<file path="config.mk">
export PLATFORM = sky130hd
export DESIGN_NAME = hsp_port
export DESIGN_NICKNAME = d
export VERILOG_FILES = /design/src/shared/hsp_pkg.sv /design/src/core/hsp_port.sv
export VERILOG_INCLUDE_DIRS = /design/src /design/src/shared
export SDC_FILE = /design/constraint.sdc
export NUM_CORES = 1
export LEC_CHECK = 0
export BUFFER_PORTS_ARGS = -buffer_cell sky130_fd_sc_hd__buf_2
export CAP_MARGIN = 10
export CORE_ASPECT_RATIO = 0.6
export CORE_MARGIN = 2
export CORE_UTILIZATION = 60
export CTS_CLUSTER_SIZE = 25
export DETAILED_ROUTE_END_ITERATION = 6
export HOLD_SLACK_MARGIN = 0.12
export PLACE_DENSITY = 0.79
export SLEW_MARGIN = 20
export SYNTH_ARGS = -nofsm -noshare
export SYNTH_HDL_FRONTEND = slang
export SYNTH_SLANG_ARGS = --single-unit
</file>
<file path="constraint.sdc">
create_clock -name CLK -period 5 [get_ports CLK]
set_clock_uncertainty 0.15 [all_clocks]
set_input_delay 1 -clock CLK [delete_from_list [all_inputs] [get_ports CLK]]
set_output_delay 1 -clock CLK [all_outputs]
set_load 0.05 [all_outputs]
</file>
<file path="src/shared/hsp_cfg.svh">
// Constants for the host serial register port
`ifndef HSP_CFG_SVH
`define HSP_CFG_SVH
// ============================================================
// Clock and reference
`define HSP_CLK_NS      10
`define HSP_CLK_KHZ     100000
`define HSP_REF_KHZ     27120
// Phase step per clock that yields the 27.12 MHz reference tick
`define HSP_REF_STEP    14'(`HSP_REF_KHZ / 10)
`define HSP_REF_MOD     14'(`HSP_CLK_KHZ / 10)
// ============================================================
// SPI timing: 10 Mbit/s gives a 50 ns least half period
`define HSP_SPI_MBPS    10
`define HSP_SPI_HALF_NS (1000 / (2 * `HSP_SPI_MBPS))
`define HSP_SPI_HALF_CYC ((`HSP_SPI_HALF_NS + `HSP_CLK_NS - 1) / `HSP_CLK_NS)
// ============================================================
// UART rate register
`define HSP_RATE_ADDR   6'h1F
`define HSP_RATE_RST    8'hEB
`define HSP_EXP_MSB     7
`define HSP_EXP_LSB     5
`define HSP_MAN_MSB     4
`define HSP_MAN_OFS     13'h21
// ============================================================
// Write buffer
`define HSP_FIFO_DEPTH  8
`define HSP_WR_W        14
`endif

</file>
<file path="src/shared/hsp_pkg.sv">
// Types for the host serial register port
package hsp_pkg;
  typedef enum logic [1:0] {
    M_NONE = 2'h0,
    M_UART = 2'h1,
    M_SPI  = 2'h2,
    M_I2C  = 2'h3
  } hsp_mode_t;
  typedef enum logic [1:0] {
    RX_IDLE  = 2'h0,
    RX_START = 2'h1,
    RX_DATA  = 2'h2,
    RX_STOP  = 2'h3
  } hsp_rx_t;
  typedef struct packed {
    hsp_mode_t   mode;
    logic [1:0]  strap_cnt;
    logic [2:0]  sck_sy, nss_sy, mosi_sy, rx_sy, scl_sy, sda_sy, i2c_sy, ea_sy;
    logic        sck_lvl, scl_lvl, sda_lvl;
    logic [13:0] ref_acc;
    logic [7:0]  rate;
    logic [2:0]  spi_bit;
    logic        spi_first, spi_rd, spi_load;
    logic [5:0]  spi_addr;
    logic [7:0]  spi_rx, spi_tx;
    hsp_rx_t     rx_st;
    logic [12:0] rx_cnt;
    logic [2:0]  rx_bit;
    logic [7:0]  rx_sh;
    logic        u_wait, u_load;
    logic [5:0]  u_addr;
    logic        tx_busy, tx_pend;
    logic [9:0]  tx_sh;
    logic [3:0]  tx_bit;
    logic [12:0] tx_cnt;
    logic [7:0]  tx_byte;
    logic [5:0]  rd_addr;
    logic        rd_stb, wr_pend;
    logic [5:0]  wr_addr;
    logic [7:0]  wr_data;
    logic        txo, dreq, aux, sda_oe;
  } hsp_st_t;
endpackage

</file>
<file path="src/core/hsp_port.sv">
// Host serial register port: SPI, UART and I2C slave front ends
`timescale 1ns/10ps
`include "hsp_cfg.svh"

// ============================================================
// Write buffer
module hsp_fifo #(
  parameter int W = `HSP_WR_W,
  parameter int D = `HSP_FIFO_DEPTH
) (
  input  wire logic         clk,
  input  wire logic         rst_n,
  input  wire logic         in_valid,
  output logic              in_ready,
  input  wire logic [W-1:0] in_data,
  output logic              out_valid,
  input  wire logic         out_ready,
  output logic [W-1:0]      out_data
);
  localparam int AW = (D > 1) ? $clog2(D) : 1;
  typedef struct packed {
    logic [D-1:0][W-1:0] mem;
    logic [AW-1:0]       wp;
    logic [AW-1:0]       rp;
    logic [AW:0]         cnt;
  } hsp_fifo_st_t;
  hsp_fifo_st_t s, n;
  logic push, pop;

  assign in_ready  = (s.cnt != (AW+1)'(D));
  assign out_valid = (s.cnt != '0);
  assign out_data  = s.mem[s.rp];

  always_comb begin
    n = s;
    push = in_valid && in_ready;
    pop  = out_valid && out_ready;
    if (push) begin
      n.mem[s.wp] = in_data;
      n.wp = (s.wp == AW'(D-1)) ? '0 : s.wp + AW'(1);
    end
    if (pop) begin
      n.rp = (s.rp == AW'(D-1)) ? '0 : s.rp + AW'(1);
    end
    n.cnt = s.cnt + (AW+1)'(push) - (AW+1)'(pop);
  end

  always_ff @(posedge clk) begin
    if (!rst_n) begin
      s <= '0;
    end else begin
      s <= n;
    end
  end
endmodule

// ============================================================
// Port top
module hsp_port
  import hsp_pkg::*;
#(
  parameter int FIFO_DEPTH = `HSP_FIFO_DEPTH
) (
  input  wire logic       CLK,
  input  wire logic       RST_N,
  input  wire logic       SEL_I2C,
  input  wire logic       SEL_EA,
  input  wire logic       SPI_SCK,
  input  wire logic       SPI_NSS,
  input  wire logic       SPI_MOSI,
  output logic            SPI_MISO,
  input  wire logic       UART_RX,
  output logic            UART_TX,
  output logic            UART_DREQ,
  output logic            UART_AUX,
  input  wire logic       LINE_SIG_EN,
  input  wire logic       I2C_SCL,
  input  wire logic       I2C_SDA_I,
  output logic            I2C_SDA_O,
  output logic            I2C_SDA_OE,
  input  wire logic       I2C_PULL,
  output logic            I2C_SCL_LVL,
  output logic            I2C_SDA_LVL,
  output logic [1:0]      MODE,
  output logic [7:0]      RATE,
  output logic [5:0]      RD_ADDR,
  output logic            RD_STB,
  input  wire logic [7:0] RD_DATA,
  output logic            WR_VALID,
  input  wire logic       WR_READY,
  output logic [5:0]      WR_ADDR,
  output logic [7:0]      WR_DATA
);
  hsp_st_t     s, n;
  logic [13:0] acc_sum;
  logic        tick, sck_rise, sck_fall, nss_hi, spi_done, push, in_ready, u_done;
  logic [12:0] div;
  logic [7:0]  b_spi;

  // Divisor in reference ticks
  function automatic logic [12:0] div_of(input logic [7:0] r);
    logic [2:0] e;
    e = r[`HSP_EXP_MSB:`HSP_EXP_LSB];
    if (e == 3'h0) return 13'(r[`HSP_MAN_MSB:0]) + 13'h1;
    return (13'(r[`HSP_MAN_MSB:0]) + `HSP_MAN_OFS) << (e - 3'h1);
  endfunction

  hsp_fifo #(.W(`HSP_WR_W), .D(FIFO_DEPTH)) u_fifo (
    .clk       (CLK),
    .rst_n     (RST_N),
    .in_valid  (s.wr_pend),
    .in_ready  (in_ready),
    .in_data   ({s.wr_addr, s.wr_data}),
    .out_valid (WR_VALID),
    .out_ready (WR_READY),
    .out_data  ({WR_ADDR, WR_DATA})
  );

  assign SPI_MISO    = s.spi_tx[7];
  assign UART_TX     = s.txo;
  assign UART_DREQ   = s.dreq;
  assign UART_AUX    = s.aux;
  assign I2C_SDA_O   = 1'b0;
  assign I2C_SDA_OE  = s.sda_oe;
  assign I2C_SCL_LVL = s.scl_lvl;
  assign I2C_SDA_LVL = s.sda_lvl;
  assign MODE        = s.mode;
  assign RATE        = s.rate;
  assign RD_ADDR     = s.rd_addr;
  assign RD_STB      = s.rd_stb;

  always_comb begin
    n        = s;
    acc_sum  = s.ref_acc + `HSP_REF_STEP;
    tick     = (acc_sum >= `HSP_REF_MOD);
    div      = div_of(s.rate);
    // A change counts once second and third stage agree
    sck_rise = (s.sck_sy[2:1] == 2'h3) && !s.sck_lvl;
    sck_fall = (s.sck_sy[2:1] == 2'h0) && s.sck_lvl;
    nss_hi   = (s.nss_sy[2:1] == 2'h3);
    b_spi    = {s.spi_rx[6:0], s.mosi_sy[2]};
    spi_done = (s.mode == M_SPI) && !nss_hi && sck_rise && (s.spi_bit == 3'h7);
    push     = s.wr_pend && in_ready;
    u_done   = (s.rx_st == RX_STOP) && tick && (s.rx_cnt == 13'h0)
               && (s.rx_sy[2:1] == 2'h3);

    // Three-stage synchronisers
    n.sck_sy  = {s.sck_sy[1:0], SPI_SCK};
    n.nss_sy  = {s.nss_sy[1:0], SPI_NSS};
    n.mosi_sy = {s.mosi_sy[1:0], SPI_MOSI};
    n.rx_sy   = {s.rx_sy[1:0], UART_RX};
    n.scl_sy  = {s.scl_sy[1:0], I2C_SCL};
    n.sda_sy  = {s.sda_sy[1:0], I2C_SDA_I};
    n.i2c_sy  = {s.i2c_sy[1:0], SEL_I2C};
    n.ea_sy   = {s.ea_sy[1:0], SEL_EA};
    if (s.sck_sy[2] == s.sck_sy[1]) n.sck_lvl = s.sck_sy[2];
    if (s.scl_sy[2] == s.scl_sy[1]) n.scl_lvl = s.scl_sy[2];
    if (s.sda_sy[2] == s.sda_sy[1]) n.sda_lvl = s.sda_sy[2];

    // Straps are read once after reset; the mode then holds until reset
    if (s.mode == M_NONE) begin
      if (s.strap_cnt != 2'h3) begin
        n.strap_cnt = s.strap_cnt + 2'h1;
      end else if (s.i2c_sy[2] == s.i2c_sy[1] && s.ea_sy[2] == s.ea_sy[1]) begin
        n.mode = s.i2c_sy[2] ? M_I2C : (s.ea_sy[2] ? M_SPI : M_UART);
      end
    end

    n.ref_acc  = tick ? acc_sum - `HSP_REF_MOD : acc_sum;
    n.rd_stb   = 1'b0;
    n.spi_load = 1'b0;
    n.u_load   = 1'b0;

    // Write path: the pending write stalls until the buffer takes it
    if (push) begin
      n.wr_pend = 1'b0;
      if (s.wr_addr == `HSP_RATE_ADDR) n.rate = s.wr_data;
    end

    // ==========================================================
    // SPI slave; the host owns the clock, we only follow it
    if (s.mode == M_SPI) begin
      if (nss_hi) begin
        n.spi_bit   = 3'h0;
        n.spi_first = 1'b1;
        n.spi_tx    = 8'h0;
      end else begin
        if (sck_rise) begin
          n.spi_rx  = b_spi;
          n.spi_bit = s.spi_bit + 3'h1;
        end
        if (sck_fall && s.spi_bit != 3'h0) begin
          n.spi_tx = {s.spi_tx[6:0], 1'b0};
        end
        if (spi_done) begin
          n.spi_first = 1'b0;
          if (s.spi_first) begin
            n.spi_rd   = b_spi[7];
            n.spi_addr = b_spi[6:1];
            n.spi_tx   = 8'h0;
          end
          if (s.spi_first ? b_spi[7] : s.spi_rd) begin
            n.rd_stb  = 1'b1;
            n.rd_addr = b_spi[6:1];
            n.spi_load = 1'b1;
          end else if (!s.spi_first) begin
            n.wr_pend = 1'b1;
            n.wr_addr = s.spi_addr;
            n.wr_data = b_spi;
          end
        end
      end
      if (s.spi_load) n.spi_tx = RD_DATA;
    end

    // ==========================================================
    // UART receiver, runs on reference ticks
    if (s.mode == M_UART && tick) begin
      if (s.rx_cnt != 13'h0) begin
        n.rx_cnt = s.rx_cnt - 13'h1;
      end else begin
        unique case (s.rx_st)
          RX_IDLE: begin
            if (s.rx_sy[2:1] == 2'h0) begin
              n.rx_st  = RX_START;
              n.rx_cnt = div >> 1;
            end
          end
          RX_START: begin
            n.rx_st  = (s.rx_sy[2:1] == 2'h0) ? RX_DATA : RX_IDLE;
            // A false start must leave the receiver ready at once, not blind for a bit
            n.rx_cnt = (s.rx_sy[2:1] == 2'h0) ? div - 13'h1 : 13'h0;
            n.rx_bit = 3'h0;
          end
          RX_DATA: begin
            n.rx_sh  = {s.rx_sy[2], s.rx_sh[7:1]};
            n.rx_bit = s.rx_bit + 3'h1;
            n.rx_cnt = div - 13'h1;
            if (s.rx_bit == 3'h7) n.rx_st = RX_STOP;
          end
          RX_STOP: begin
            n.rx_st = RX_IDLE;
          end
        endcase
      end
    end

    // Byte handling is independent of the echo still in flight
    if (u_done) begin
      if (s.u_wait) begin
        n.u_wait  = 1'b0;
        n.wr_pend = 1'b1;
        n.wr_addr = s.u_addr;
        n.wr_data = s.rx_sh;
      end else if (s.rx_sh[7]) begin
        n.rd_stb  = 1'b1;
        n.rd_addr = s.rx_sh[5:0];
        n.u_load  = 1'b1;
      end else begin
        n.u_wait  = 1'b1;
        n.u_addr  = s.rx_sh[5:0];
        n.tx_pend = 1'b1;
        n.tx_byte = s.rx_sh;
      end
    end
    if (s.u_load) begin
      n.tx_pend = 1'b1;
      n.tx_byte = RD_DATA;
    end

    // ==========================================================
    // UART transmitter; one byte may wait behind the one on the line
    if (s.mode == M_UART && !s.tx_busy && s.tx_pend) begin
      n.tx_busy = 1'b1;
      // A byte queued in this same cycle must not be dropped
      n.tx_pend = s.u_load || (u_done && !s.u_wait && !s.rx_sh[7]);
      n.tx_sh   = {1'b1, s.tx_byte, 1'b0};
      n.tx_bit  = 4'h0;
      n.tx_cnt  = div - 13'h1;
    end else if (s.tx_busy && tick) begin
      if (s.tx_cnt != 13'h0) begin
        n.tx_cnt = s.tx_cnt - 13'h1;
      end else if (s.tx_bit == 4'h9) begin
        n.tx_busy = 1'b0;
      end else begin
        n.tx_sh  = {1'b1, s.tx_sh[9:1]};
        n.tx_bit = s.tx_bit + 4'h1;
        n.tx_cnt = div - 13'h1;
      end
    end
    n.txo = n.tx_busy ? n.tx_sh[0] : 1'b1;

    // Line signals: request shows a byte headed to the host, aux a stall
    n.dreq   = (s.mode == M_UART) && LINE_SIG_EN && (s.tx_busy || s.tx_pend);
    n.aux    = (s.mode == M_UART) && LINE_SIG_EN && !in_ready;
    // Open-drain: only a low is ever driven, the bus idles high
    n.sda_oe = (s.mode == M_I2C) && I2C_PULL;
  end

  always_ff @(posedge CLK) begin
    if (!RST_N) begin
      s      <= '0;
      s.rate <= `HSP_RATE_RST;
      s.txo  <= 1'b1;
    end else begin
      s <= n;
    end
  end
endmodule

</file>
# After elaboration in Yosys (flattened, before gate mapping)
# Index checks and enable logic that the tools add are counted.
# op_classes
n_bitwise	11
eq_ne	32
n_addsub	16
shift	1
n_reduce_logical	70
mul	0
n_div	0
mux	62
order_cmp	4
# op_table
op	count
$bwmux W112	1
$mux W27	3
$mux W15	5
$mux W22	3
$mux W13	5
$mux W14	4
$mux W8	7
$bmux W14 S3	1
$demux W14 S3	1
$pmux W13 S3	1
$sub A13 B1 Y13 const B	3
$reduce_and A3 Y1	11
$mux W30	1
$reduce_bool A13 Y1	2
$logic_and A1 B1 Y1	23
$mux W1	16
$add A14 B12 Y14 const B	1
$eq A2 B2 Y1 const B	7
$ge A14 B14 Y1 const B	1
$mux W7	2
$ne A2 B2 Y1 const B	7
$sub A14 B14 Y14 const B	1
$logic_not A13 Y1	1
$shl A7 B3 Y13	1
38 further kinds	88
# word_totals
memories	0
reg_bits	299
ram_bits	0
latchBits	0
mem_bits_ro	0
output_inout_bits	40
inputBits	21
word_cells	252

# Longest topological paths before layout
# logic_depth
ltp_word	12
ltp_mapped	15
mapped_depth_nobuf	12

# Cells and area by module
# A second synthesis with hierarchy kept.
# unflattened
cells_unflattened	1566
area_unflattened_um2	14567.7
# modules_own_cells
module	area_per_inst_um2	n_inst	seq_area_each_um2	cells_per_inst
hsp_port	9006.1	1	3483.3	1064
hsp_fifo	5561.6	1	2442.3	502

# Worst setup path after synthesis
# Ideal clock, no wire load.
# synth_timing
kind	register to register
from	reg s, in the netlist RATE[5]
to	reg s[92] (netlist bit)
path_buffers	2
setup_slack_ps	1436
setup_time_ps	122
required_ps	4728
period_less_slack_ps	3564
path_stages_with_launch	12
arrival_ps	3292
cell_sequence	dfxtp_1 > clkbuf_1 > buf_1 > inv_1 > ha_1 > inv_1 > a2111oi_0 > a211oi_1 > nor4_2 > nand4_1 > mux2i_1 > o311a_1
# synth_between
elab_chain_cells	7
word_cells_on_any_way	10
cone_classes	add/sub: 2; shift: 1; mux: 6; reduce/logical: 1
# synth_rtl
element	line	text
from (decl)	hsp_port.sv:94	hsp_st_t s, n;
from (signal assigned)	hsp_port.sv:306	s <= n;
$sub A3 B1 Y3 or $logic_not A3 Y1 (tied branches)	hsp_port.sv:105, hsp_port.sv:104	
$shl A7 B3 Y13 or $mux W1 (tied branches)	hsp_port.sv:105, hsp_port.sv:104	
$mux W13 *	hsp_port.sv:105	return (13'(r[`HSP_MAN_MSB:0]) + `HSP_MAN_OFS) << (e - 3'h1);
$sub A13 B1 Y13	hsp_port.sv:232, hsp_port.sv:238	
$mux W13	hsp_port.sv:232	n.rx_cnt = (s.rx_sy[2:1] == 2'h0) ? div - 13'h1 : 13'h0;
$pmux W13 S3 *	hsp_port.sv:222	unique case (s.rx_st)
$mux W13 *	hsp_port.sv:219	if (s.rx_cnt != 13'h0) begin
# Every way passes the cells marked *; elsewhere a longest branch is shown, timed or not. The select of a mux whose other input is x is not followed.
# A chain may end at the register's enable or synchronous reset.

# Final worst setup path
# layout_timing
from	reg s[136] (netlist bit)
to	reg s[10] (netlist bit)
# layout_between
elab_chain_cells	6
# layout_rtl
element	line	text
$add A14 B12 Y14 (no source line)	n/a	
named net acc_sum[3]	hsp_port.sv:95	logic [13:0] acc_sum;
$ge A14 B14 Y1 (no source line)	n/a	
$logic_and A1 B1 Y1 (2 in a row)	hsp_port.sv:144	u_done = (s.rx_st == RX_STOP) && tick && (s.rx_cnt == 13'h0)
$logic_and A1 B1 Y1	hsp_port.sv:145	&& (s.rx_sy[2:1] == 2'h3);
$mux W30	hsp_port.sv:249	if (u_done) begin
# The timed path passes the listed nets, and every way through them passes these cells. The select of a mux whose other input is x is not followed.

==> results.toml <==
[run_status]
status = "completed"

[finish]
drive_gt1_share_pct = 11.6
antenna_cells = 0
regArea_um2 = 5930
final_nets = 1694
area_growth_pct = 8.51
layout_commonest_cell = "dfxtp_1"
finalNonFillerCells = 1974
fillerInstances = 1865
final_cell_mix = "dfxtp_1 (295), nand2_1 (277), nor2_1 (183), a21oi_1 (151), mux2i_1 (90)"
multi_input_area_um2 = 7660

[placed_design]
io_buffers = 59
hpwl_um = 24900
place_ws_ns = 1.05
place.gp.congestion = 0.951
dp_cells = 1925

[detailed_routing]
drt_iter0_markers = 1399
avgRoutedWirePerCell_um = 18.5
drc = 0
ant_nets = 0
drtPass1Iterations = 5
viasPerCell = 6.20
via_count = 12200
drt-total-wl_um = 36500

[floorplan]
dieHeight_um = 123
fp.coreArea_um2 = 23200
rows = 43
start_util_pct = 61.5
io_pins = 61
die_w_um = 203
die_area_um2 = 25100

[setup_path]
reg2reg_depth = 13
path_depth = 13
crit_fanout = 29
crit_start = "s[136]"
crit_path_end = "s[10]"
critPathTopFamily = "compound AO/OA/AOI/OAI gates"
worstSetupStartpointType = "flip-flop"
reg2reg_slack_ns = 0.93
end_kind = "flip-flop"
crit_slowest_cell = "a2bb2oi_1"
required_ns = 5.30
crit_chain = "inv_1 -> ha_1 -> xor2_1 -> ha_1 -> and3b_1 -> a32oi_1 -> a311o_2 -> a2bb2oi_1 -> nor2_1 -> nand4_1 -> buf_4 -> nor2_1 -> a211oi_1"
cp_num_buf_inv = 2
arrival_ns = 4.38
worstSetupPathType = "flip-flop to flip-flop"
r2r_start = "s[136]"
timing.rr.end = "s[10]"
cpPeakStageDelay_ns = 0.67

[grt]
grt_max_degree = 88
grt_pass1_wl_um = 57800
antenna_found_initial = 0
grt_use_total_pct = 28.6
grt_pass1_vias = 10800
overflow = 0

[power]
leakage_nw = 6.16
power_mw = 5.37
ir_drop_mv = 0.289
p_per_area_nw_per_um2 = 347

[timing]
slew_headroom_pct = 31.3
fin_hold_ws_ns = 0.279
fin_crit_sh_pct = 81.5
period_minus_slack_ns = 4.07
report.final.slew_viol_count = 0
tns_ns = 0
worst_slack_ns = 0.927
hold_viol = 0
rsz0062_at_grt = "no"
tightest_slew_ns = 1.03
setup-violations-final = 0
clock.fmax_mhz = 245

[clocking]
cts_hold_buf = 0
cts_buffers = 27
post_cts_resized = 0
clk_pin_slew_ns = 0.07
cts_buffer_depth = 3
clockRootBuffer = "clkbuf_16"
clock-sinks = 296
clk_latency_ns = 0.56
tritoncts = "built"
cts_setup_buffers = 0
htree_levels = 1

[yosys]
synth_edf_count = 0
syn_nets = 1717
synth.yosys.warnings = 0
synth_cells = 1662
seq_area_frac_synth_pct = 41.6
ys_ff_latch = 296
syn-cell-area_um2 = 14300
synthArstFlopShare_pct = 0
yosysUniqueCellTypes = 81
ys_dominant_reg_cell = "dfxtp_1"
synth_area_per_cell_um2 = 8.58

[flow_run]
maxCapViolCount = 0

[min_path]
hp-class = "flip-flop to flip-flop"
==> worst min-delay path by stage <==
stage                start        to  slack [ns]  depth (start not counted)
floorplan           n[167]  b_spi[0]        0.26                          1
CTS                 n[157]    n[158]        0.28                          1
global route        n[157]    n[158]        0.30                          1
finish              n[157]    n[158]        0.28                          1
global placement    n[172]    n[173]        0.26                          1
detailed placement  n[151]    n[152]        0.27                          1
==> flip-flops by register name (all words and copies together) (netlist names), 2 cells and up, named ones only <==
signal,cells
MODE,2
RATE,8
RD_ADDR,6
b_spi,8
n,16
s,125
u_fifo.s,122
==> per-stage QoR <==
stage	utilization [%]	area, µm²
after global placement	63.0	14600
after CTS	66.7	15500
after detailed placement	63.0	14600
final	66.7	15500
after floorplan	-	14300
after global routing	66.7	15500
==> layer usage <==
metal  up-vias  GRT usage (%)  part of all wire [%]
met1      5808           44.0                    47
met2       597           40.2                    41
met4         0           6.02                   1.7
li1       5769              -                     -
met3        57           6.69                    11
met5         -              0                     0
==> Yosys cell counts (6+ instances only) <==
| cell type | instances | area share (%) |
|---|---|---|
| nand2_1 | 277 | 7.3 |
| and2_1 | 30 | 1.3 |
| nor3b_1 | 6 | 0.32 |
| a211oi_1 | 29 | 1.5 |
| a21oi_1 | 151 | 5.3 |
| nand3_1 | 30 | 1.1 |
| xor2_1 | 17 | 1.0 |
| a31oi_1 | 19 | 0.83 |
| a22oi_1 | 19 | 1.0 |
| ha_1 | 33 | 2.9 |
| dfxtp_1 | 296 | 42 |
| xnor2_1 | 24 | 1.5 |
| nand4_1 | 11 | 0.48 |
| mux4_2 | 28 | 4.4 |
| mux2i_1 | 90 | 6.3 |
| clkbuf_1 | 96 | 2.5 |
| and3_1 | 7 | 0.31 |
| nand2b_1 | 6 | 0.26 |
| nor3_1 | 25 | 0.88 |
| buf_1 | 10 | 0.26 |
| buf_4 | 17 | 0.90 |
| mux2_2 | 16 | 1.3 |
| or3_1 | 10 | 0.44 |
| nor2_1 | 183 | 4.8 |
| nor4_1 | 7 | 0.31 |
| nor2b_1 | 7 | 0.31 |
| o21a_1 | 10 | 0.53 |
| nand3b_1 | 9 | 0.47 |
| inv_1 | 39 | 1.0 |
| o21ai_0 | 40 | 1.4 |
| o211ai_1 | 9 | 0.47 |
==> logic make-up (layout without fill, tap and decap cells) <==
logic type                 after synthesis  after routing  share of synthesized area, %
other                                    1              1                        0.0263
AOI/OAI and AO/OA                      343            343                          15.1
and+or+nand+nor                        643            643                          20.7
adders and majority gates               34             34                          3.04
buffers and inverters                  170            167                          5.02
xor gates and xnor gates                41             41                          2.52
muxes                                  134            134                          12.0
DFF                                    296            296                          41.6
==> cell type report <==
cell class,instances,area share (%)
multi-input cells,1196,49.5
flip-flops and latches,296,38.3
clock buffers,34,4.80
repair buffers,77,2.94
well taps,315,2.55
inverters,41,1.03
clock inverters,15,0.825
==> where the power goes <==
group	total [mW]	leakage [nW]	internal, mW	switching [mW]
clock	2.04	0.433	1.11	0.929
combinational	0.783	3.34	0.319	0.464
sequential	2.55	2.39	2.43	0.116
No activity file was read; power rests on OpenSTA's default activity.
